$ cat src/hw/nv_pkg.sv
// Constants and types shared by the data memory access controller
//
// Operation
// - Master arm bit self-clears four clock cycles after software sets it.
// - Trigger bit starts programming only while the arm bit is still set.
// - Mode 00 erase+write 3.4ms, 01 erase 1.8ms, 10 write 1.8ms, 11 reserved.
// - Trigger bit stays set while programming, hardware clears it when time elapses.
// - Setting the trigger bit stalls the CPU for two cycles.
// - Read strobe loads the addressed byte into data register, CPU stalls four cycles.
// - Read data valid right after strobe; data register supplies the byte to program.
// - While programming, read strobes are ignored and the address cannot change.
// - While the trigger bit is set, writes to the mode field are ignored.
// - Reset returns the mode field to 00 unless programming is in progress.
// - A reset during programming does not abort it; programming completes.
// - Ready interrupt is a level while enabled, globally enabled and memory ready.
// - Control: mode 5:4, irq enable 3, arm 2, trigger 1, strobe 0; 7:6 zero.
// - High address bit 0 exists only in the 512-byte variant; others read zero.
// - Bytes addressed linearly; in the 128-byte variant low address bit 7 reads zero.
// - Programming time is counted on the calibrated oscillator, not the CPU clock.
// - While busy, no other memory operation, including a new trigger, is accepted.
package nv_pkg;

  // ----------------------------------------------------------------
  // Register offsets
  // ----------------------------------------------------------------
  localparam logic [5:0] OFS_CTRL = 6'h1C;
  localparam logic [5:0] OFS_DATA = 6'h1D;
  localparam logic [5:0] OFS_ADDR_LO = 6'h1E;
  localparam logic [5:0] OFS_ADDR_HI = 6'h1F;

  // ----------------------------------------------------------------
  // Control register fields
  // ----------------------------------------------------------------
  localparam int B_RD = 0;
  localparam int B_TRIG = 1;
  localparam int B_ARM = 2;
  localparam int B_RIE = 3;
  localparam int B_MODE_LO = 4;
  localparam int B_MODE_HI = 5;
  localparam int B_ADDR9 = 0;

  typedef enum logic [1:0] {
    MODE_ATOMIC = 2'h0,
    MODE_ERASE = 2'h1,
    MODE_WRITE = 2'h2,
    MODE_RSVD = 2'h3
  } prog_mode_e;

  // ----------------------------------------------------------------
  // Reset values and timing
  // ----------------------------------------------------------------
  localparam logic [7:0] DATA_RESET = 8'h00;
  localparam logic [8:0] ADDR_RESET = 9'h000;
  localparam logic [7:0] ERASED_BYTE = 8'hFF;
  localparam logic [2:0] ARM_CYCLES = 3'h4;
  localparam logic [2:0] RD_STALL = 3'h4;
  localparam logic [2:0] WR_STALL = 3'h2;
  localparam int T_ATOMIC_US = 3400;
  localparam int T_SPLIT_US = 1800;
  localparam int KHZ_PER_MHZ = 1000;

endpackage

$ cat src/hw/nv_prog_if.sv
// Carrier between the register front end and the programming engine
`timescale 1ns/1ps
interface nv_prog_if import nv_pkg::*; #(parameter int ADDR_W = 8);
  logic start;
  prog_mode_e op;
  logic [ADDR_W-1:0] addr;
  logic [7:0] wdata;
  logic tick;
  logic busy;
  logic [7:0] rdata;
  modport ctl (output start, op, addr, wdata, tick, input busy, rdata);
  modport eng (input start, op, addr, wdata, tick, output busy, rdata);
endinterface

$ cat src/hw/eeprom_access_controller.sv
// Register front end of the data memory access controller
`timescale 1ns/1ps
module eeprom_access_controller import nv_pkg::*; #(
  parameter int MEM_BYTES = 256,
  parameter int OSC_KHZ = 8000,
  parameter int CNT_W = 16,
  parameter int ATOMIC_TICKS = (T_ATOMIC_US * OSC_KHZ + KHZ_PER_MHZ - 1) / KHZ_PER_MHZ,
  parameter int SPLIT_TICKS = (T_SPLIT_US * OSC_KHZ + KHZ_PER_MHZ - 1) / KHZ_PER_MHZ
) (
  input wire logic sys_clk_in,
  input wire logic nrst_in,
  input wire logic por_nrst_in,
  input wire logic ce_in,
  input wire logic osc_clk_in,
  input wire logic [5:0] io_addr_in,
  input wire logic io_wr_in,
  input wire logic io_rd_in,
  input wire logic [7:0] io_wdata_in,
  input wire logic gie_in,
  output logic [7:0] io_rdata_out,
  output logic cpu_stall_out,
  output logic ready_irq_out
);
  localparam int AW = $clog2(MEM_BYTES);
  localparam logic [8:0] ADDR_MASK = 9'(MEM_BYTES - 1);
  localparam logic [2:0] CNT3_ONE = 3'h1;
  localparam logic [2:0] CNT3_ZERO = 3'h0;

  // ----------------------------------------------------------------
  // Reset release and oscillator synchronisers
  // ----------------------------------------------------------------
  logic rst_meta_r, rst_n_r;
  logic por_meta_r, por_n_r;
  logic osc_meta_r, osc_sync_r, osc_prev_r;

  always_ff @(posedge sys_clk_in or negedge nrst_in) begin
    if (!nrst_in) begin
      rst_meta_r <= 1'b0;
      rst_n_r <= 1'b0;
    end else begin
      rst_meta_r <= 1'b1;
      rst_n_r <= rst_meta_r;
    end
  end

  always_ff @(posedge sys_clk_in or negedge por_nrst_in) begin
    if (!por_nrst_in) begin
      por_meta_r <= 1'b0;
      por_n_r <= 1'b0;
    end else begin
      por_meta_r <= 1'b1;
      por_n_r <= por_meta_r;
    end
  end

  // Oscillator ticks stay alive through system reset so timing carries on
  always_ff @(posedge sys_clk_in or negedge por_n_r) begin
    if (!por_n_r) begin
      osc_meta_r <= 1'b0;
      osc_sync_r <= 1'b0;
      osc_prev_r <= 1'b0;
    end else if (ce_in) begin
      osc_meta_r <= osc_clk_in;
      osc_sync_r <= osc_meta_r;
      osc_prev_r <= osc_sync_r;
    end
  end

  wire osc_tick = osc_sync_r & ~osc_prev_r;

  // ----------------------------------------------------------------
  // Register state
  // ----------------------------------------------------------------
  prog_mode_e mode_r;
  logic rie_r;
  logic arm_r;
  logic [2:0] arm_cnt_r, arm_cnt_nxt;
  logic [7:0] data_r;
  logic [8:0] addr_r;
  logic [2:0] stall_cnt_r, stall_cnt_nxt;
  logic stall_out_r;
  logic [7:0] rdata_r;
  logic irq_r;

  nv_prog_if #(.ADDR_W(AW)) prog ();

  wire busy = prog.busy;

  // ----------------------------------------------------------------
  // Write decode
  // ----------------------------------------------------------------
  // CPU is halted during a stall, so any bus write then is dropped
  wire wr_ok = io_wr_in & ~stall_out_r;
  wire wr_ctl = wr_ok & (io_addr_in == OFS_CTRL);
  wire wr_data = wr_ok & (io_addr_in == OFS_DATA);
  wire wr_alo = wr_ok & (io_addr_in == OFS_ADDR_LO) & ~busy;
  wire wr_ahi = wr_ok & (io_addr_in == OFS_ADDR_HI) & ~busy;
  wire set_arm = wr_ctl & io_wdata_in[B_ARM];
  wire mode_ok = (mode_r != MODE_RSVD);
  wire start_go = wr_ctl & io_wdata_in[B_TRIG] & arm_r & ~busy & mode_ok;
  wire rd_go = wr_ctl & io_wdata_in[B_RD] & ~busy & ~start_go;
  wire [1:0] mode_wr = io_wdata_in[B_MODE_HI:B_MODE_LO];
  wire [8:0] alo_val = {addr_r[8], io_wdata_in} & ADDR_MASK;
  wire [8:0] ahi_val = {io_wdata_in[B_ADDR9], addr_r[7:0]} & ADDR_MASK;

  assign prog.start = start_go;
  assign prog.op = mode_r;
  assign prog.addr = addr_r[AW-1:0];
  assign prog.wdata = data_r;
  assign prog.tick = osc_tick;

  // ----------------------------------------------------------------
  // Arming window
  // ----------------------------------------------------------------
  always_comb begin
    arm_cnt_nxt = arm_cnt_r;
    if (set_arm) begin
      arm_cnt_nxt = ARM_CYCLES;
    end else if (arm_cnt_r != CNT3_ZERO) begin
      arm_cnt_nxt = arm_cnt_r - CNT3_ONE;
    end
  end

  always_ff @(posedge sys_clk_in or negedge rst_n_r) begin
    if (!rst_n_r) begin
      arm_cnt_r <= CNT3_ZERO;
      arm_r <= 1'b0;
    end else if (ce_in) begin
      arm_cnt_r <= arm_cnt_nxt;
      arm_r <= set_arm | (arm_r & (arm_cnt_r != CNT3_ONE));
    end
  end

  // ----------------------------------------------------------------
  // Mode field survives a reset taken while programming
  // ----------------------------------------------------------------
  always_ff @(posedge sys_clk_in or negedge por_n_r) begin
    if (!por_n_r) begin
      mode_r <= MODE_ATOMIC;
    end else if (ce_in) begin
      if (!rst_n_r && !busy) begin
        mode_r <= MODE_ATOMIC;
      end else if (rst_n_r && wr_ctl && !busy) begin
        mode_r <= prog_mode_e'(mode_wr);
      end
    end
  end

  // ----------------------------------------------------------------
  // Enable, data and address registers
  // ----------------------------------------------------------------
  always_ff @(posedge sys_clk_in or negedge rst_n_r) begin
    if (!rst_n_r) begin
      rie_r <= 1'b0;
      data_r <= DATA_RESET;
      addr_r <= ADDR_RESET;
    end else if (ce_in) begin
      if (wr_ctl) begin
        rie_r <= io_wdata_in[B_RIE];
      end
      if (rd_go) begin
        data_r <= prog.rdata;
      end else if (wr_data) begin
        data_r <= io_wdata_in;
      end
      if (wr_alo) begin
        addr_r <= alo_val;
      end else if (wr_ahi) begin
        addr_r <= ahi_val;
      end
    end
  end

  // ----------------------------------------------------------------
  // CPU stall
  // ----------------------------------------------------------------
  always_comb begin
    stall_cnt_nxt = stall_cnt_r;
    if (start_go) begin
      stall_cnt_nxt = WR_STALL;
    end else if (rd_go) begin
      stall_cnt_nxt = RD_STALL;
    end else if (stall_cnt_r != CNT3_ZERO) begin
      stall_cnt_nxt = stall_cnt_r - CNT3_ONE;
    end
  end

  always_ff @(posedge sys_clk_in or negedge rst_n_r) begin
    if (!rst_n_r) begin
      stall_cnt_r <= CNT3_ZERO;
      stall_out_r <= 1'b0;
    end else if (ce_in) begin
      stall_cnt_r <= stall_cnt_nxt;
      stall_out_r <= (stall_cnt_nxt != CNT3_ZERO);
    end
  end

  // ----------------------------------------------------------------
  // Read-back and ready interrupt
  // ----------------------------------------------------------------
  // Strobe bit is a pulse and always reads back as zero
  wire [7:0] ctl_view = {2'b00, mode_r, rie_r, arm_r, busy, 1'b0};
  wire [7:0] rd_mux = (io_addr_in == OFS_CTRL) ? ctl_view :
                      (io_addr_in == OFS_DATA) ? data_r :
                      (io_addr_in == OFS_ADDR_LO) ? addr_r[7:0] :
                      (io_addr_in == OFS_ADDR_HI) ? {7'h00, addr_r[8]} : 8'h00;
  wire irq_nxt = rie_r & gie_in & ~busy;

  always_ff @(posedge sys_clk_in or negedge rst_n_r) begin
    if (!rst_n_r) begin
      rdata_r <= 8'h00;
      irq_r <= 1'b0;
    end else if (ce_in) begin
      if (io_rd_in) begin
        rdata_r <= rd_mux;
      end
      irq_r <= irq_nxt;
    end
  end

  assign io_rdata_out = rdata_r;
  assign cpu_stall_out = stall_out_r;
  assign ready_irq_out = irq_r;

  // ----------------------------------------------------------------
  // Programming engine
  // ----------------------------------------------------------------
  nv_prog_engine #(
    .MEM_BYTES(MEM_BYTES),
    .CNT_W(CNT_W),
    .ATOMIC_TICKS(ATOMIC_TICKS),
    .SPLIT_TICKS(SPLIT_TICKS)
  ) u_engine (
    .clk_in(sys_clk_in),
    .ce_in(ce_in),
    .por_n_in(por_n_r),
    .prog(prog)
  );
endmodule

$ cat src/hw/nv_prog_engine.sv
// Self-timed programming engine and byte storage
`timescale 1ns/1ps
module nv_prog_engine import nv_pkg::*; #(
  parameter int MEM_BYTES = 256,
  parameter int CNT_W = 16,
  parameter int ATOMIC_TICKS = 27200,
  parameter int SPLIT_TICKS = 14400
) (
  input wire logic clk_in,
  input wire logic ce_in,
  input wire logic por_n_in,
  nv_prog_if.eng prog
);
  localparam int AW = $clog2(MEM_BYTES);
  localparam logic [CNT_W-1:0] CNT_ONE = CNT_W'(1);
  localparam logic [CNT_W-1:0] LOAD_ATOMIC = CNT_W'(ATOMIC_TICKS);
  localparam logic [CNT_W-1:0] LOAD_SPLIT = CNT_W'(SPLIT_TICKS);

  typedef enum logic [1:0] {ST_IDLE = 2'h1, ST_BUSY = 2'h2} eng_state_e;

  eng_state_e state_r, state_nxt;
  logic [CNT_W-1:0] cnt_r, cnt_nxt;
  prog_mode_e op_r;
  logic [AW-1:0] addr_r;
  logic [7:0] data_r;
  logic [7:0] mem_r [MEM_BYTES];

  wire accept = prog.start & (state_r == ST_IDLE);
  wire done = (state_r == ST_BUSY) & prog.tick & (cnt_r == CNT_ONE);
  wire [7:0] old_byte = mem_r[addr_r];
  wire [7:0] new_byte = (op_r == MODE_ERASE) ? ERASED_BYTE :
                        (op_r == MODE_WRITE) ? (old_byte & data_r) : data_r;
  wire [CNT_W-1:0] load = (prog.op == MODE_ATOMIC) ? LOAD_ATOMIC : LOAD_SPLIT;

  assign prog.busy = (state_r == ST_BUSY);
  assign prog.rdata = mem_r[prog.addr];

  // ----------------------------------------------------------------
  // Busy counter, only ticks of the calibrated oscillator count
  // ----------------------------------------------------------------
  always_comb begin
    state_nxt = state_r;
    cnt_nxt = cnt_r;
    case (state_r)
      ST_IDLE: begin
        if (accept) begin
          state_nxt = ST_BUSY;
          cnt_nxt = load;
        end
      end
      ST_BUSY: begin
        if (done) begin
          state_nxt = ST_IDLE;
        end else if (prog.tick) begin
          cnt_nxt = cnt_r - CNT_ONE;
        end
      end
      default: state_nxt = ST_IDLE;
    endcase
  end

  // Only power-on clears the engine, so a system reset lets it finish
  always_ff @(posedge clk_in or negedge por_n_in) begin
    if (!por_n_in) begin
      state_r <= ST_IDLE;
      cnt_r <= '0;
    end else if (ce_in) begin
      state_r <= state_nxt;
      cnt_r <= cnt_nxt;
    end
  end

  always_ff @(posedge clk_in) begin
    if (ce_in && accept) begin
      op_r <= prog.op;
      addr_r <= prog.addr;
      data_r <= prog.wdata;
    end
  end

  // ----------------------------------------------------------------
  // Storage, committed when the programming time ends
  // ----------------------------------------------------------------
  for (genvar i = 0; i < MEM_BYTES; i++) begin : g_byte
    always_ff @(posedge clk_in) begin
      if (ce_in && done && (addr_r == AW'(i))) begin
        mem_r[i] <= new_byte;
      end
    end
  end
endmodule

$ cat config.mk
export PLATFORM = sky130hd
export DESIGN_NAME = eeprom_access_controller
export DESIGN_NICKNAME = d
export VERILOG_FILES = /design/src/hw/nv_pkg.sv /design/src/hw/nv_prog_if.sv /design/src/hw/eeprom_access_controller.sv /design/src/hw/nv_prog_engine.sv
export SDC_FILE = /design/constraint.sdc
export NUM_CORES = 2
export LEC_CHECK = 0
export ABC_AREA = 0
export BUFFER_PORTS_ARGS = -buffer_cell sky130_fd_sc_hd__buf_2
export CAP_MARGIN = 0
export CELL_PAD_IN_SITES_DETAIL_PLACEMENT = 0
export CELL_PAD_IN_SITES_GLOBAL_PLACEMENT = 1
export CORE_ASPECT_RATIO = 1.4
export CORE_MARGIN = 5
export CORE_UTILIZATION = 29
export CTS_CLUSTER_SIZE = 14
export DETAILED_ROUTE_END_ITERATION = 10
export HOLD_SLACK_MARGIN = 0.08
export PLACE_DENSITY = 0.45
export RECOVER_POWER = 50
export SYNTH_ARGS = -nofsm -noshare
export SYNTH_HDL_FRONTEND = slang
export SYNTH_HIERARCHICAL = 1
export SYNTH_SLANG_ARGS = --single-unit
export TNS_END_PERCENT = 1
$ cat constraint.sdc
create_clock -name sys_clk_in -period 2.85 [get_ports sys_clk_in]
set_input_delay 0.285 -clock sys_clk_in [delete_from_list [all_inputs] [get_ports sys_clk_in]]
set_output_delay 0.285 -clock sys_clk_in [all_outputs]
set_load 0.05 [all_outputs]
==> qor.yml <==
status: "finished, violations left"
violations: "setup timing"
drtIter0Drc: 4907
switching_share_pct: 21.9
cts.sinks: 2135
final_nets: 6491
crit_top_cell: "buf_4"
clock_skew_ns: 0.0439
synthDistinctLibCells: 74
worstHoldPathType: "in -> reg"
clk_pin_slew_ns: 0.06
grt_pass1_wl_mm: 540
p_leak_nw: 42.6
hold_viol: 0
critPathCaptureType: "flip-flop"
cts_buffers: 227
holdPathStages: 7
crit_buf_inv: 6
drc: 0
port-buffer-count: 31
rows: 254
layout_commonest_cell: "edfxtp_1"
netlist_area_mm2: 0.0994
crit_chain: "buf_4 -> buf_4 -> buf_12 -> mux2i_1 -> a22o_1 -> nor3_1 -> a21oi_2 -> nand3_2 -> buf_12 -> o31ai_1 -> buf_4 -> a31oi_4 -> buf_16"
syn_inst: 5329
fin_crit_sh_pct: 133
cellPowerDensity_mw_per_mm2: 531
cts_tree: "done"
drive_gt1_share_pct: 41.2
wl_per_cell_um: 35.7
slowest_delay_ns: 0.42
clkPwrFrac_pct: 44.4
reg2reg_slack_ns: -0.93
synth-edff-count: 2066
worst_hold_slack_ns: 0.148
num_vias: 59631
antenna_found_initial: 20
clock_latency_ns: 0.92
dieWidth_um: 505
drv_cap: 0
final_cell_mix: "edfxtp_1 (2066), mux4_2 (931), buf_4 (838)"
routed_wl_mm: 397
crit_family: "buffers and inverters"
critical_path_class: "reg -> reg"
syn_avg_cell_area_um2: 18.7
drtPass1Iterations: 5
finalSetupViolCount: 4046
final_util_pct: 37.0
postRouteAntennaNets: 0
async_reset_ff_share_pct: 2.86
power_mw: 67.1
place_ws_ns: -1.46
synth-seq-cells: 2135
core_area_mm2: 0.342
dpl.hpwl_mm: 285
critical_path_required_ns: 3.33
pwr-share-seq_pct: 50.7
vdd_drop_max_v: 0.000487
ys_warn_count: 6
die_h_um: 703
grt.total_usage_pct: 21.9
combPwrFrac_pct: 4.9
rsz0062_at_grt: "yes"
path_max_fanout: 132
cts_buffer_depth: 4
p_sw_mw: 14.7
ys_seq_area_share_pct: 64.1
syn_to_final_growth_pct: 27.2
htreeDepth: 4
initial_core_util_pct: 29.1
grt_pass1_vias: 63483
tightest_slew_ns: 1.40
p_int_mw: 52.4
fin_crit_ns: 3.78
ff2ff_path_depth: 13
gp_congestion: 0.861
layout_setup_ws_ns: -0.931
timing.fmax_mhz: 264
critPathArrivalTime_ns: 4.26
slew_viol_final: 0
clock-root-buffer: "clkbuf_16"
synthFlopType: "edfxtp_1"
grt_overflow: 0
worst_setup_path_start_kind: "flip-flop"
dieArea_mm2: 0.355
grt_max_degree: 133
critPathSlowestCell: "dfxtp_4"
slew_headroom_pct: 6.88
via_per_inst: 5.36
ios: 32
crit_cells: 13
## layout make-up
type / instances / area, um^2
fill: 31452 / 215000
sequential: 2135 / 63800
multi-input combinational: 2760 / 34600
timing repair buffer: 1322 / 15200
clock buffer: 275 / 5920
tap: 4480 / 5610
clock inverter: 134 / 1320
inverter: 15 / 56.3
antenna: 13 / 32.5
## through the flow
| step | area (um^2) | setup TNS [ns] | std cells |
|---|---|---|---|
| floorplan | 101000 | -3944.83 | 5330 |
| global placement | 117000 | -2569.10 | 10598 |
| detailed placement | 117000 | -2552.37 | 10598 |
| CTS | 126000 | -2117.71 | 11078 |
| global route | 127000 | -2525.93 | 11132 |
| finish | 127000 | -1823.95 | 11134 |
## state kept, by name, summed over array words and instances, names as in the netlist, 2 cells and up, named ones only
| register | flops |
|---|---|
| stall_cnt_r | 3 |
| u_engine/state_r | 2 |
| mode_r | 2 |
| arm_cnt_r | 3 |
| addr_r | 8 |
| u_engine/cnt_r | 16 |
| u_engine/addr_r | 8 |
| u_engine/op_r | 2 |
| u_engine/mem_r | 2048 |
| io_rdata_out | 8 |
| data_r | 8 |
| u_engine/data_r | 8 |
## tightest hold or removal path: stages
cell	delay, ns
buf_2	0.07
nand4b_4	0.17
or4_4	0.14
buf_4	0.10
nand2_1	0.05
nand2_1	0.08
a22o_1	0.13
## power groups by stage
stage	clock network [mW]	logic, mW	registers (mW)
3_5_place_dp	0	3.25	34.7
6_report	29.8	3.28	34.0
2_1_floorplan	0	1.71	34.7
5_1_grt	31.8	3.40	34.0
4_1_cts	30.6	3.34	34.0
3_3_place_gp	0	3.25	34.7
## synth_stat cells, types with 9 or more instances
master	count	area (um^2)
o21ai_0	52	260
buf_1	43	161
buf_4	53	398
nand2_1	242	908
dfrtp_1	60	1500
nor2b_1	29	181
nand4_1	21	131
nand2b_1	14	87.6
mux2i_1	463	4630
a22oi_1	260	1950
o31ai_1	9	67.6
nor3_1	16	80.1
mux4_2	930	20900
mux2_2	11	124
nand3_1	66	330
edfxtp_1	2066	62000
a221oi_1	88	771
inv_1	14	52.6
a31oi_1	15	93.8
buf_2	120	601
a21oi_1	69	345
clkbuf_1	194	728
o22ai_1	11	68.8
nor2_1	301	1130
a22o_1	39	342
## path summary, 6_finish.rpt
kind,startpoint,to
hold / removal,io_addr_in[5],mode_r[0]$_DFFE_PN0P_
setup / recovery,flip-flop,u_engine/mem_r[66][7]$_DFFE_PP_
setup reg to reg,flip-flop,u_engine/mem_r[66][7]$_DFFE_PP_
hold reg to reg,por_meta_r$_DFF_PN0_,por_n_r$_DFF_PN0_
min in group asynchronous,nrst_in,rst_meta_r$_DFF_PN0_
max in group asynchronous,rst_n_r$_DFF_PN0_,io_rdata_out[6]$_DFFE_PN0P_
## cell families after synthesis
| kind of cell | Yosys count | share of synthesized area (%) |
|---|---|---|
| and+or+nand+nor | 742 | 3.29 |
| AOI/OAI and AO/OA | 588 | 4.36 |
| DFF | 2135 | 64.1 |
| xor gates and xnor gates | 11 | 0.0969 |
| other | 1 | 0.00377 |
| muxes | 1409 | 26.0 |
| adders and majority gates | 8 | 0.101 |
| buffers and inverters | 435 | 2.07 |
## layer usage
layer  routed length, um  global-route usage [%]
met1              149000                    25.4
met2              214000                    41.3
met3               14900                    2.37
met4               19000                    8.64
met5                   0                       0
## what timing repair did
item,in CTS,in global routing
hold buffers,24,0
endpoints found under the setup margin,4104,4111
gates cloned,14,7
pin swaps,18,15
setup buffers,33,36
hold endpoints to repair,45,0
gates resized for setup,109,60
No activity file was read; power rests on OpenSTA's default activity.
